## config.mk

```make
export PLATFORM = sky130hd
export DESIGN_NAME = wor_option_register
export DESIGN_NICKNAME = d
export VERILOG_FILES = /design/src/core/wor_pkg.sv /design/src/core/wor_option_register.sv
export SDC_FILE = /design/constraint.sdc
export NUM_CORES = 1
export LEC_CHECK = 0
export ABC_AREA = 1
export BUFFER_PORTS_ARGS = -buffer_cell sky130_fd_sc_hd__buf_4
export CAP_MARGIN = 20
export CORE_MARGIN = 4
export CORE_UTILIZATION = 49
export DETAILED_ROUTE_END_ITERATION = 8
export PLACE_DENSITY_LB_ADDON = 0.15
export SYNTH_ARGS = -nofsm -noshare
export SYNTH_HDL_FRONTEND = slang
export SYNTH_SLANG_ARGS = --single-unit
```

## constraint.sdc

```tcl
create_clock -name ref_clk -period 0.9 [get_ports ref_clk]
set_clock_uncertainty 0.15 [all_clocks]
set_input_delay 0 -clock ref_clk [delete_from_list [all_inputs] [get_ports ref_clk]]
set_output_delay 0 -clock ref_clk [all_outputs]
set_load 0.02 [all_outputs]
```

## src/core/wor_pkg.sv

```systemverilog
// constants for the write-once option register
package wor_pkg;
   // register offset on the plain port
   localparam logic [3:0] SETUP_OFFSET = 4'h0;
   // field positions
   localparam int EDGE_BIT = 7;
   localparam int LOW_INV_BIT = 6;
   localparam int HIGH_INV_BIT = 5;
   localparam int PAIR_BIT = 4;
   localparam int UV_PWR_BIT = 3;
   localparam int UV_RST_BIT = 2;
   localparam int STOP_BIT = 1;
   localparam int WDOG_BIT = 0;
   // reset value of the option byte
   localparam logic [7:0] SETUP_RESET = 8'h00;
   // undervoltage filter: processor cycles below the falling trip
   localparam int UV_FILTER_CYCLES = 9;
   localparam logic [3:0] UV_FILTER_COUNT = 4'(UV_FILTER_CYCLES);
   typedef enum logic [1:0] {UV_IDLE, UV_FILTER, UV_HOLD} wor_uv_state_t;
endpackage

```

## src/core/wor_option_register.sv

```systemverilog
// write-once option register with undervoltage reset control
// Function
// - only the first write to the setup offset after reset is taken; later writes ignored until reset
// - both undervoltage enables set: reset after nine cycles below falling trip
// - undervoltage reset held until supply rises above the rising trip level
// - alignment bit 1 selects edge-aligned pwm, 0 center-aligned
// - low-side invert bit 1 gives negative polarity, 0 positive
// - high-side invert bit 1 gives negative polarity, 0 positive
// - pairing bit 1 gives six independent channels, 0 three pairs
// - undervolt power bit 1 enables the undervoltage monitor
// - undervolt reset bit 1 lets the monitor reset the system
// - stop-allow bit 1 runs stop normally, 0 makes it illegal
// - watchdog-off bit 1 stops the watchdog, 0 leaves it running
//
// Design decisions made here: the register offsets and the plain strobed port.
module wor_option_register (
   // clock and reset
   input wire logic ref_clk,
   input wire logic rst_b,
   // register port
   input wire logic [3:0] regAddr,
   input wire logic [7:0] regWrData,
   input wire logic regWrStrobe,
   input wire logic regRdStrobe,
   output logic [7:0] regRdData,
   // undervoltage comparator pins
   input wire logic belowFallingTrip,
   input wire logic aboveRisingTrip,
   // option levels
   output logic edgeAlignSelect,
   output logic low_side_invert,
   output logic high_side_invert,
   output logic pwm_pairing_select,
   output logic undervolt_power_en,
   output logic undervolt_reset_en,
   output logic stop_instr_allow,
   output logic watchdog_off,
   // status
   output logic setupLocked,
   output logic undervoltResetReq
);

   // reset release stages
   logic rstSync1;
   logic rstSync2;

   // comparator synchroniser stages
   logic fallSync1;
   logic fallSync2;
   logic riseSync1;
   logic riseSync2;

   // option byte and its lock
   logic [7:0] setupReg;
   logic [7:0] next_setupReg;
   logic locked;
   logic next_locked;

   // read path
   logic [7:0] next_regRdData;

   // undervoltage filter
   wor_pkg::wor_uv_state_t uvState;
   wor_pkg::wor_uv_state_t next_uvState;
   logic [3:0] uvCount;
   logic [3:0] next_uvCount;

   // address decode, shared by the write and the read path
   function automatic logic isSetupAddr(input logic [3:0] addr);
      return addr == wor_pkg::SETUP_OFFSET;
   endfunction

   // one option bit out of the byte
   function automatic logic optionBit(input logic [7:0] value, input int pos);
      return value[pos];
   endfunction

   // the count has reached the last qualifying cycle
   function automatic logic filterDone(input logic [3:0] count);
      return count >= wor_pkg::UV_FILTER_COUNT - 4'h1;
   endfunction

   // count step kept in four bits
   function automatic logic [3:0] countStep(input logic [3:0] count);
      return count + 4'h1;
   endfunction

   wire logic resetN = rstSync2;

   // register port decode
   wire logic writeHit = regWrStrobe && isSetupAddr(regAddr);
   wire logic readHit = regRdStrobe && isSetupAddr(regAddr);
   wire logic takeWrite = writeHit && !locked;
   wire logic [7:0] readValue = readHit ? setupReg : 8'h00;

   // undervoltage qualification
   wire logic uvPowerOn = optionBit(setupReg, wor_pkg::UV_PWR_BIT);
   wire logic uvResetOn = optionBit(setupReg, wor_pkg::UV_RST_BIT);
   wire logic uvArmed = uvPowerOn && uvResetOn;
   wire logic supplyLow = fallSync2;
   wire logic supplyBack = riseSync2;
   wire logic uvQualify = uvArmed && supplyLow;

   // reset release through two flops
   always_ff @(posedge ref_clk or negedge rst_b) begin
      if (!rst_b) begin
         rstSync1 <= 1'b0;
         rstSync2 <= 1'b0;
      end else begin
         rstSync1 <= 1'b1;
         rstSync2 <= rstSync1;
      end
   end

   // comparator levels come from analog pins and may move at any time
   always_ff @(posedge ref_clk or negedge resetN) begin
      if (!resetN) begin
         fallSync1 <= 1'b0;
         fallSync2 <= 1'b0;
      end else begin
         fallSync1 <= belowFallingTrip;
         fallSync2 <= fallSync1;
      end
   end

   always_ff @(posedge ref_clk or negedge resetN) begin
      if (!resetN) begin
         riseSync1 <= 1'b0;
         riseSync2 <= 1'b0;
      end else begin
         riseSync1 <= aboveRisingTrip;
         riseSync2 <= riseSync1;
      end
   end

   // next option byte: only an unlocked write to the setup address lands
   always_comb begin
      next_setupReg = setupReg;
      if (takeWrite) begin
         next_setupReg = regWrData;
      end
   end

   // the lock only ever sets; reset alone opens it again
   always_comb begin
      next_locked = locked;
      if (takeWrite) begin
         next_locked = 1'b1;
      end
   end

   // read data stand for one cycle and are zero otherwise
   always_comb begin
      next_regRdData = readValue;
   end

   always_ff @(posedge ref_clk or negedge resetN) begin
      if (!resetN) begin
         setupReg <= wor_pkg::SETUP_RESET;
      end else begin
         setupReg <= next_setupReg;
      end
   end

   always_ff @(posedge ref_clk or negedge resetN) begin
      if (!resetN) begin
         locked <= 1'b0;
      end else begin
         locked <= next_locked;
      end
   end

   always_ff @(posedge ref_clk or negedge resetN) begin
      if (!resetN) begin
         regRdData <= 8'h00;
      end else begin
         regRdData <= next_regRdData;
      end
   end

   // undervoltage filter and hold: state sequence
   always_comb begin
      next_uvState = uvState;
      unique case (uvState)
         wor_pkg::UV_IDLE: begin
            if (uvQualify) begin
               next_uvState = wor_pkg::UV_FILTER;
            end
         end
         wor_pkg::UV_FILTER: begin
            if (!uvQualify) begin
               next_uvState = wor_pkg::UV_IDLE;
            end else if (filterDone(uvCount)) begin
               next_uvState = wor_pkg::UV_HOLD;
            end
         end
         wor_pkg::UV_HOLD: begin
            if (supplyBack) begin
               next_uvState = wor_pkg::UV_IDLE;
            end
         end
      endcase
   end

   // any drop or disarm while filtering restarts the count from zero
   always_comb begin
      next_uvCount = uvCount;
      unique case (uvState)
         wor_pkg::UV_IDLE: begin
            next_uvCount = uvQualify ? 4'h1 : 4'h0;
         end
         wor_pkg::UV_FILTER: begin
            if (!uvQualify) begin
               next_uvCount = 4'h0;
            end else if (!filterDone(uvCount)) begin
               next_uvCount = countStep(uvCount);
            end
         end
         wor_pkg::UV_HOLD: begin
            if (supplyBack) begin
               next_uvCount = 4'h0;
            end
         end
      endcase
   end

   // the hold state sits in the raw reset domain so the request survives
   // the system reset it causes; only rst_b or a rise above the rising trip clears it
   always_ff @(posedge ref_clk or negedge rst_b) begin
      if (!rst_b) begin
         uvState <= wor_pkg::UV_IDLE;
      end else begin
         uvState <= next_uvState;
      end
   end

   always_ff @(posedge ref_clk or negedge rst_b) begin
      if (!rst_b) begin
         uvCount <= 4'h0;
      end else begin
         uvCount <= next_uvCount;
      end
   end

   // status levels
   assign undervoltResetReq = uvState == wor_pkg::UV_HOLD;
   assign setupLocked = locked;

   // option levels stay steady from the first setup write until the next reset
   assign edgeAlignSelect = optionBit(setupReg, wor_pkg::EDGE_BIT);
   assign low_side_invert = optionBit(setupReg, wor_pkg::LOW_INV_BIT);
   assign high_side_invert = optionBit(setupReg, wor_pkg::HIGH_INV_BIT);
   assign pwm_pairing_select = optionBit(setupReg, wor_pkg::PAIR_BIT);
   assign undervolt_power_en = uvPowerOn;
   assign undervolt_reset_en = uvResetOn;
   assign stop_instr_allow = optionBit(setupReg, wor_pkg::STOP_BIT);
   assign watchdog_off = optionBit(setupReg, wor_pkg::WDOG_BIT);

endmodule

```

---- Word-level counts from Yosys, hierarchy flattened ----
Cells that the tools add are included.
cells by class
  add/sub/neg operators ................... 1
  magnitude comparators ................... 1
  equal/unequal tests ..................... 6
  reductions and logical operators ........ 10
  multiplexer cells ....................... 11
operator list
  kind                 count
  $mux 4               3
  $pmux 4 s3           1
  $mux 2               4
  $mux 8               1
  $ne 3x3->1 const B   2
  $pmux 2 s3           1
  $logic_and 1x1->1    5
  $add 4x1->4 const B  1
  $ge 4x4->1 const B   1
  $logic_not 4->1      1
  $reduce_and 3->1     1
  $eq 2x1->1 const B   1
  $eq 2x2->1 const B   1
  $logic_not 2->1      1
  $ne 2x1->1 const B   1
  $ne 2x2->1 const B   1
  $reduce_and 2->1     1
  $logic_not 1->1      1
  $mux 1               1
word-level totals
  input port bits ......................... 18
  word-level logic and storage cells ...... 40
  register bits after elaboration ......... 29

---- Depth between registers and ports, before layout ----
Gate-level depths: netlist (run 1).
  word-level depth ........................ 4
  gate-level depth with buffers ........... 9
  mapped depth without buffers ............ 9

---- Worst setup path after synthesis (run 1) ----
No wires, ideal clock.
  path kind ............................... register to register
  start point ............................. register uvState[0]
  end point ............................... register uvCount[2]
  period minus slack after synthesis ...... 1540 ps
  stages on the path, launching flop included .. 10
  arrival time ............................ 1277 ps
  slack ................................... -640 ps
  cells stage by stage .................... dfrtp_1 inv_1 ha_1 inv_1 nor2_1 inv_2 nand3_1 nand2_1 nand2_1 inv_1
between the ends
  word-level cells in the longest chain between the ends .. 3
  elaborated cells between the ends (all ways) .. 7
ends and longest elaborated chain
  item                               RTL line                    RTL
  start: declaration                 wor_option_register.sv:63   wor_pkg::wor_uv_state_t uvState;
  start signal: assignment           wor_option_register.sv:231  uvState <= wor_pkg::UV_IDLE;
  start signal: assignment           wor_option_register.sv:233  uvState <= next_uvState;
  $eq 2x2->1 (*)                     n/a
  net undervoltResetReq              wor_option_register.sv:40   output logic undervoltResetReq
  $ne 2x1->1 (no source line)        n/a
  $reduce_and 2->1 (no source line)  n/a
  end signal: assignment             wor_option_register.sv:241  uvCount <= next_uvCount;
  end: declaration                   wor_option_register.sv:65   logic [3:0] uvCount;
The timed path passes the listed nets; every way through them passes the cells marked *.
A chain may end at the register's enable or synchronous reset.

---- Final worst setup path (run 1) ----
  start point ............................. register uvState[0]
  end point ............................... register uvCount[2]
between the ends
  word-level cells in the longest chain between the ends .. 3
  elaborated cells between the ends (all ways) .. 7
ends and longest elaborated chain
  item                                                       RTL line                    RTL
  $eq 2x1->1 or $eq 2x2->1 (tied branches)                   wor_option_register.sv:208  unique case (uvState)
  $ne 3x3->1 (no source line) or $ne 2x1->1 (tied branches)  n/a
  $reduce_and 2->1 (no source line)                          n/a
Parallel ways exist; a longest one is shown, timed or not.

==> flow_summary.yaml, run 1 <==
global_route:
  grt_use_total: 0.267
  grt_max_degree: 22
  grt_first_pass_wirelength_mm: 6.36
  first_global_vias: 1340
  antenna_found_initial: 0
  grt.overflow.total: 0
synthesis:
  synthMuxAreaShare: 0
  synth_top_area_cell: "dfrtp_1"
  synth_area_per_cell_um2: 9.36
  synthDistinctLibCells: 18
  synth_nets: 151
  synth_enable_flop_cells: 0
  synth_fa_ha_area_frac: 0.0522
  ys_seq_area_frac: 0.605
  synth_top_family_by_area: "simple AND/OR/NAND/NOR gates"
  synth_area_leaders: "dfrtp_1 61%, nand2_1 9.7%, nand3_1 5.8%"
  synth_warnings: 0
  synth_cells: 128
  synth_seq_cells: 29
  ys.flop_type: "dfrtp_1"
  netlist.area_leader.share: 0.605
  synth_compound_area_frac: 0.0261
  synth_xor_area_frac: 0
  synth.most_common_cell: "nand2_1"
  ys_async_sr_fraction: 1.00
  syn_area_um2: 1200
  synthSimpleGateAreaFrac: 0.241
  synth_commonest_cells: "31 x nand2_1, 29 x dfrtp_1, 18 x inv_1"
critical_path:
  cp.arrival_ns: 1.66
  r2r_slack_ns: -0.67
  startpoint: "uvState[0]$_DFFE_PN0P_"
  r2r_cells: 9
  crit_chain: "inv_4, ha_4, inv_4, nor2_4, inv_2, nand3_2, nand2_1, nand2_1, inv_1"
  crit_path_end: "uvCount[2]$_DFFE_PN0P_"
  endpoint_kind: "flip-flop"
  path_class: "reg2reg"
  r2r-end: "uvCount[2]$_DFFE_PN0P_"
  path_max_fanout: 5
  required_ns: 0.99
  rr_startpoint: "uvState[0]$_DFFE_PN0P_"
  slowest_delay_ns: 0.48
  slowest_stage: "dfrtp_2"
  critPathLaunchType: "flip-flop"
drt:
  drt-total-wl_mm: 5.37
  via_per_inst: 5.73
  vias: 1359
  drt_iter0_drc: 85
  drt_pre_antenna_iters: 4
  wl_per_cell_um: 22.7
  drtAntennaViolNets: 0
  drcViolationCount: 0
timing:
  tightestPinTransition_ns: 0.505
  slew_headroom: 0.663
  max_freq_mhz: 637
  setup_viol: 39
  rsz0062_at_grt: "true"
  fin_hold_ws_ns: -0.0962
  period_share: 1.75
  maxSlewViolCount: 0
  fin_ws_ns: -0.671
  post-route-min-period_ns: 1.57
  fin_tns_setup_ns: -8.85
  hold_viol: 1
run:
  drv_cap: 0
clock_tree:
  clock_latency_ns: 0.34
  cts_root_buffer: "clkbuf_4"
  cts_buffer_depth: 2
  cts_buffers: 5
  clkTransAtPathRegs_ns: 0.11
  cts_hold_repair.buffers: 12
  cts_tree: "built"
  h-tree-depth: 2
  numClockSinks: 29
status:
  violations: "hold timing, setup timing"
  status: "finished with violations"
pwr:
  power_mw: 2.66
  vdd_drop_max_uv: 1400
  cellPowerDensity_nw_per_um2: 1240
  p_leak_nw: 1.05
final_layout:
  layout-drive-gt1-share: 0.522
  synthToLayoutAreaGrowth_pct: 79.3
  diodes: 0
  fin_nets: 231
  final_cells: 237
floorplan:
  pin_count: 36
  dieArea_um2: 3300
  rows: 17
  die-width_um: 57.5
  core_area_um2: 2280
  fp.dieH_um: 57.5
  start_util: 0.527
placement:
  gp_congestion: 0.801
  pre_cts_ws_ns: -0.537
  post-place-cells: 201
  port_buffers: 35
  dp_hpwl_mm: 1.95
min_path:
  hp-class: "in2reg"
## routing by layer
metal | vias up | wire, um | GRT usage
li1 | 553 | - | -
met1 | 670 | 1930 | 0.281
met2 | 103 | 2710 | 0.468
met3 | 33 | 390 | 0.0905
met4 | 0 | 332 | 0.139
met5 | - | 0 | 0
## stage by stage
step                      area, um^2   util
after floorplan                 1230      -
after global placement          1610  0.709
after detailed placement        1610  0.709
after CTS                       2020  0.888
after global routing            2150  0.944
final                           2150  0.944
## worst max-delay path: cells and delay by family, from the launching register on
| family | cells | cell delay, ns |
|---|---|---|
| adders and majority gates | 1 | 0.16 |
| buffers and inverters | 4 | 0.28 |
| DFF | 1 | 0.48 |
| and+or+nand+nor | 4 | 0.39 |
## cell usage in the layout (no fill, tap or decap), drive strengths merged
cell          n
nand2        34
bufinv        1
clkbuf        7
o21ai         5
dfrtp        29
conb          1
nor2         17
nand3        15
inv          19
clkinv        2
buf          60
dlygate4sd3  12
o22ai         1
ha            5
and3          1
## worst min-delay path by stage
stage	startpoint	end	slack [ns]	depth (start not counted)
CTS	regRdStrobe	regRdData[5]$_DFF_PN0_	-0.11	4
global placement	rst_b	uvCount[1]$_DFFE_PN0P_	-0.33	1
detailed placement	rst_b	uvCount[2]$_DFFE_PN0P_	-0.33	1
floorplan	rst_b	resetN$_DFF_PN0_	-0.45	0
global route	regRdStrobe	regRdData[5]$_DFF_PN0_	-0.09	4
finish	regRdStrobe	regRdData[5]$_DFF_PN0_	-0.1	4
## flip-flops by register name (all words and copies together) (netlist names)
| register | count |
|---|---|
| rstSync1 | 1 |
| uvCount | 4 |
| setupReg | 8 |
| riseSync2 | 1 |
| regRdData | 8 |
| setupLocked | 1 |
| uvState | 2 |
| resetN | 1 |
| fallSync1 | 1 |
| riseSync1 | 1 |
| fallSync2 | 1 |
## report_power, final
group          internal (mW)  total (mW)  switching (mW)
logic                 0.0975       0.167          0.0691
clock network          0.663        1.16           0.500
registers               1.32        1.33          0.0101
total                   2.08        2.66           0.579
## final cells by class
type | instances | area, um^2
clock buffers | 7 | 55.1
clock inverters | 1 | 30.0
fillers | 63 | 126
inverters | 20 | 85.1
multi-input cells | 79 | 531
flip-flops and latches | 29 | 728
well taps | 28 | 35.0
repair buffers | 72 | 681
repair inverters | 1 | 5.00
## what timing repair did
| item | CTS | global route |
|---|---|---|
| endpoints found under the hold margin | 26 | 7 |
| setup endpoints to repair | 33 | 39 |
| cloned | 2 | 0 |
| pin swaps | 5 | 6 |
| resized for setup | 32 | 32 |
| setup buffers | 10 | 7 |
## cells by family after synthesis
family / Yosys count
and+or+nand+nor: 66
AOI/OAI and AO/OA: 6
adders and majority gates: 5
other: 1
buffers and inverters: 21
DFF: 29
Note: power is estimated with default switching activity, not from simulation.
==> run 2, diff against run 1 <==
==> constraint.sdc (replaced) <==
create_clock -name ref_clk -period 0.9 [get_ports ref_clk]
set_clock_uncertainty 0.15 [all_clocks]
set_input_delay 0.18 -clock ref_clk [delete_from_list [all_inputs] [get_ports ref_clk]]
set_output_delay 0.18 -clock ref_clk [all_outputs]
set_load 0.02 [all_outputs]
==> flow_summary.yaml, run 2 (synthesis gave the netlist of run 1 again) <==
status:
  status: "finished with violations"
  violations: "hold timing, setup timing"
clock_tree:
  cts_tree: "built"
  cts_buffer_depth: 2
  numClockSinks: 29
  clock_latency_ns: 0.33
  h-tree-depth: 2
  clkTransAtPathRegs_ns: 0.10
  cts_root_buffer: "clkbuf_4"
  cts_buffers: 5
global_route:
  grt_max_degree: 22
  first_global_vias: 1100
  antenna_found_initial: 0
  grt.overflow.total: 0
  grt_use_total: 0.199
  grt_first_pass_wirelength_mm: 4.89
timing:
  post-route-min-period_ns: 1.46
  fin_ws_ns: -0.562
  maxSlewViolCount: 0
  rsz0062_at_grt: "true"
  max_freq_mhz: 684
  hold_viol: 3
  fin_hold_ws_ns: -0.0451
  setup_viol: 35
  period_share: 1.62
floorplan:
  pin_count: 36
  die-width_um: 57.5
  fp.dieH_um: 57.5
  rows: 17
  start_util: 0.527
  core_area_um2: 2280
  dieArea_um2: 3300
final_layout:
  diodes: 0
  fin_nets: 222
  final_cells: 228
  layout_common_cells: "29 x buf_4, 28 x dfrtp_1, 27 x buf_6, 17 x nand2_1"
  synthToLayoutAreaGrowth_pct: 68.8
  largestRegisters: "regRdData: 8 flops, setupReg: 8 flops, uvCount: 4 flops"
  layout-drive-gt1-share: 0.530
  final_common_cell: "buf_4"
pwr:
  p_leak_nw: 0.991
  cellPowerDensity_nw_per_um2: 1090
  vdd_drop_max_uv: 1060
drt:
  vias: 1171
  drt_iter0_drc: 49
  drt-total-wl_mm: 3.70
  drcViolationCount: 0
  drtAntennaViolNets: 0
  via_per_inst: 5.14
  wl_per_cell_um: 16.2
  drt_pre_antenna_iters: 4
critical_path:
  cpMostUsedCell: "nand2_1"
  critPathLaunchType: "flip-flop"
  crit_chain: "buf_4, ha_4, inv_2, nor2_1, nand2_1, nand3_2, nand2_1, o21ai_1"
  endpoint_kind: "flip-flop"
  path_class: "reg2reg"
  path_max_fanout: 3
  slowest_stage: "dfrtp_1"
  required_ns: 0.95
  slowest_delay_ns: 0.43
  cp.arrival_ns: 1.51
placement:
  port_buffers: 35
  pre_cts_ws_ns: -0.508
  post-place-cells: 201
  dp_hpwl_mm: 1.93
  gp_congestion: 0.856
run:
  drv_cap: 0
min_path:
  hp-class: "in2reg"
## run 2: final cells by class
class / instances / area, um^2
clock buffer: 8 / 48.8
inverter: 20 / 82.6
sequential: 29 / 727
fill: 97 / 253
timing repair inverter: 1 / 8.76
tap: 28 / 35.0
timing repair buffer: 63 / 592
multi-input combinational: 79 / 529
## run 2: final timing paths
| check | startpoint | endpoint | slack [ns] | cells past startpoint |
|---|---|---|---|---|
| max in group asynchronous | resetN$_DFF_PN0_ | setupLocked$_DFFE_PN0P_ | 0.30 | 1 |
| max reg2reg | uvState[0]$_DFFE_PN0P_ | uvState[1]$_DFFE_PN0P_ | -0.56 | 8 |
| min in group asynchronous | rst_b | uvCount[2]$_DFFE_PN0P_ | 0.05 | 2 |
| min | regWrData[7] | setupReg[7]$_DFFE_PN0P_ | -0.05 | 3 |
| max | uvState[0]$_DFFE_PN0P_ | uvState[1]$_DFFE_PN0P_ | -0.56 | 8 |
| min reg2reg | resetN$_DFF_PN0_ | setupReg[3]$_DFFE_PN0P_ | 0.06 | 1 |
## run 2: timing repair
item	4_1_cts	5_1_grt
gates resized for setup	30	35
setup endpoints to repair	34	39
cloned	1	1
buffers inserted	10	3
pin swaps	0	7
endpoints found under the hold margin	18	6
hold buffers	5	2
## run 2: worst max-delay path: cells and delay by family (launching register included)
family,cells,cell delay [ns]
AO/OA/AOI/OAI,1,0.07
adder cells (fa/ha/maj),1,0.16
buffers and inverters,2,0.23
flip-flops,1,0.43
AND/OR/NAND/NOR,4,0.30
## run 2: metrics by stage
stage                     cell area, um^2  power, mW  hold WS (ns)   util  setup TNS [ns]
after global routing                 2020       2.30       -0.0259  0.889          -11.57
after global placement               1620       1.45        -0.146  0.710           -5.99
after CTS                            1900       2.18       -0.0506  0.833           -9.04
after detailed placement             1620       1.46        -0.143  0.710           -7.02
after floorplan                      1250       1.37        -0.266      -           -3.06
final                                2020       2.21       -0.0451  0.889          -10.26
## run 2: layer usage
layer,vias up,global-route usage,wire (um)
li1,533,-,-
met1,540,0.222,1270
met2,80,0.339,2010
met3,18,0.0905,295
met4,0,0.0596,116
met5,-,0,0
## run 2: report_power, final
group	switching [mW]	internal, mW
sequential	0.00547	1.32
clock	0.437	0.311
combinational	0.0584	0.0793
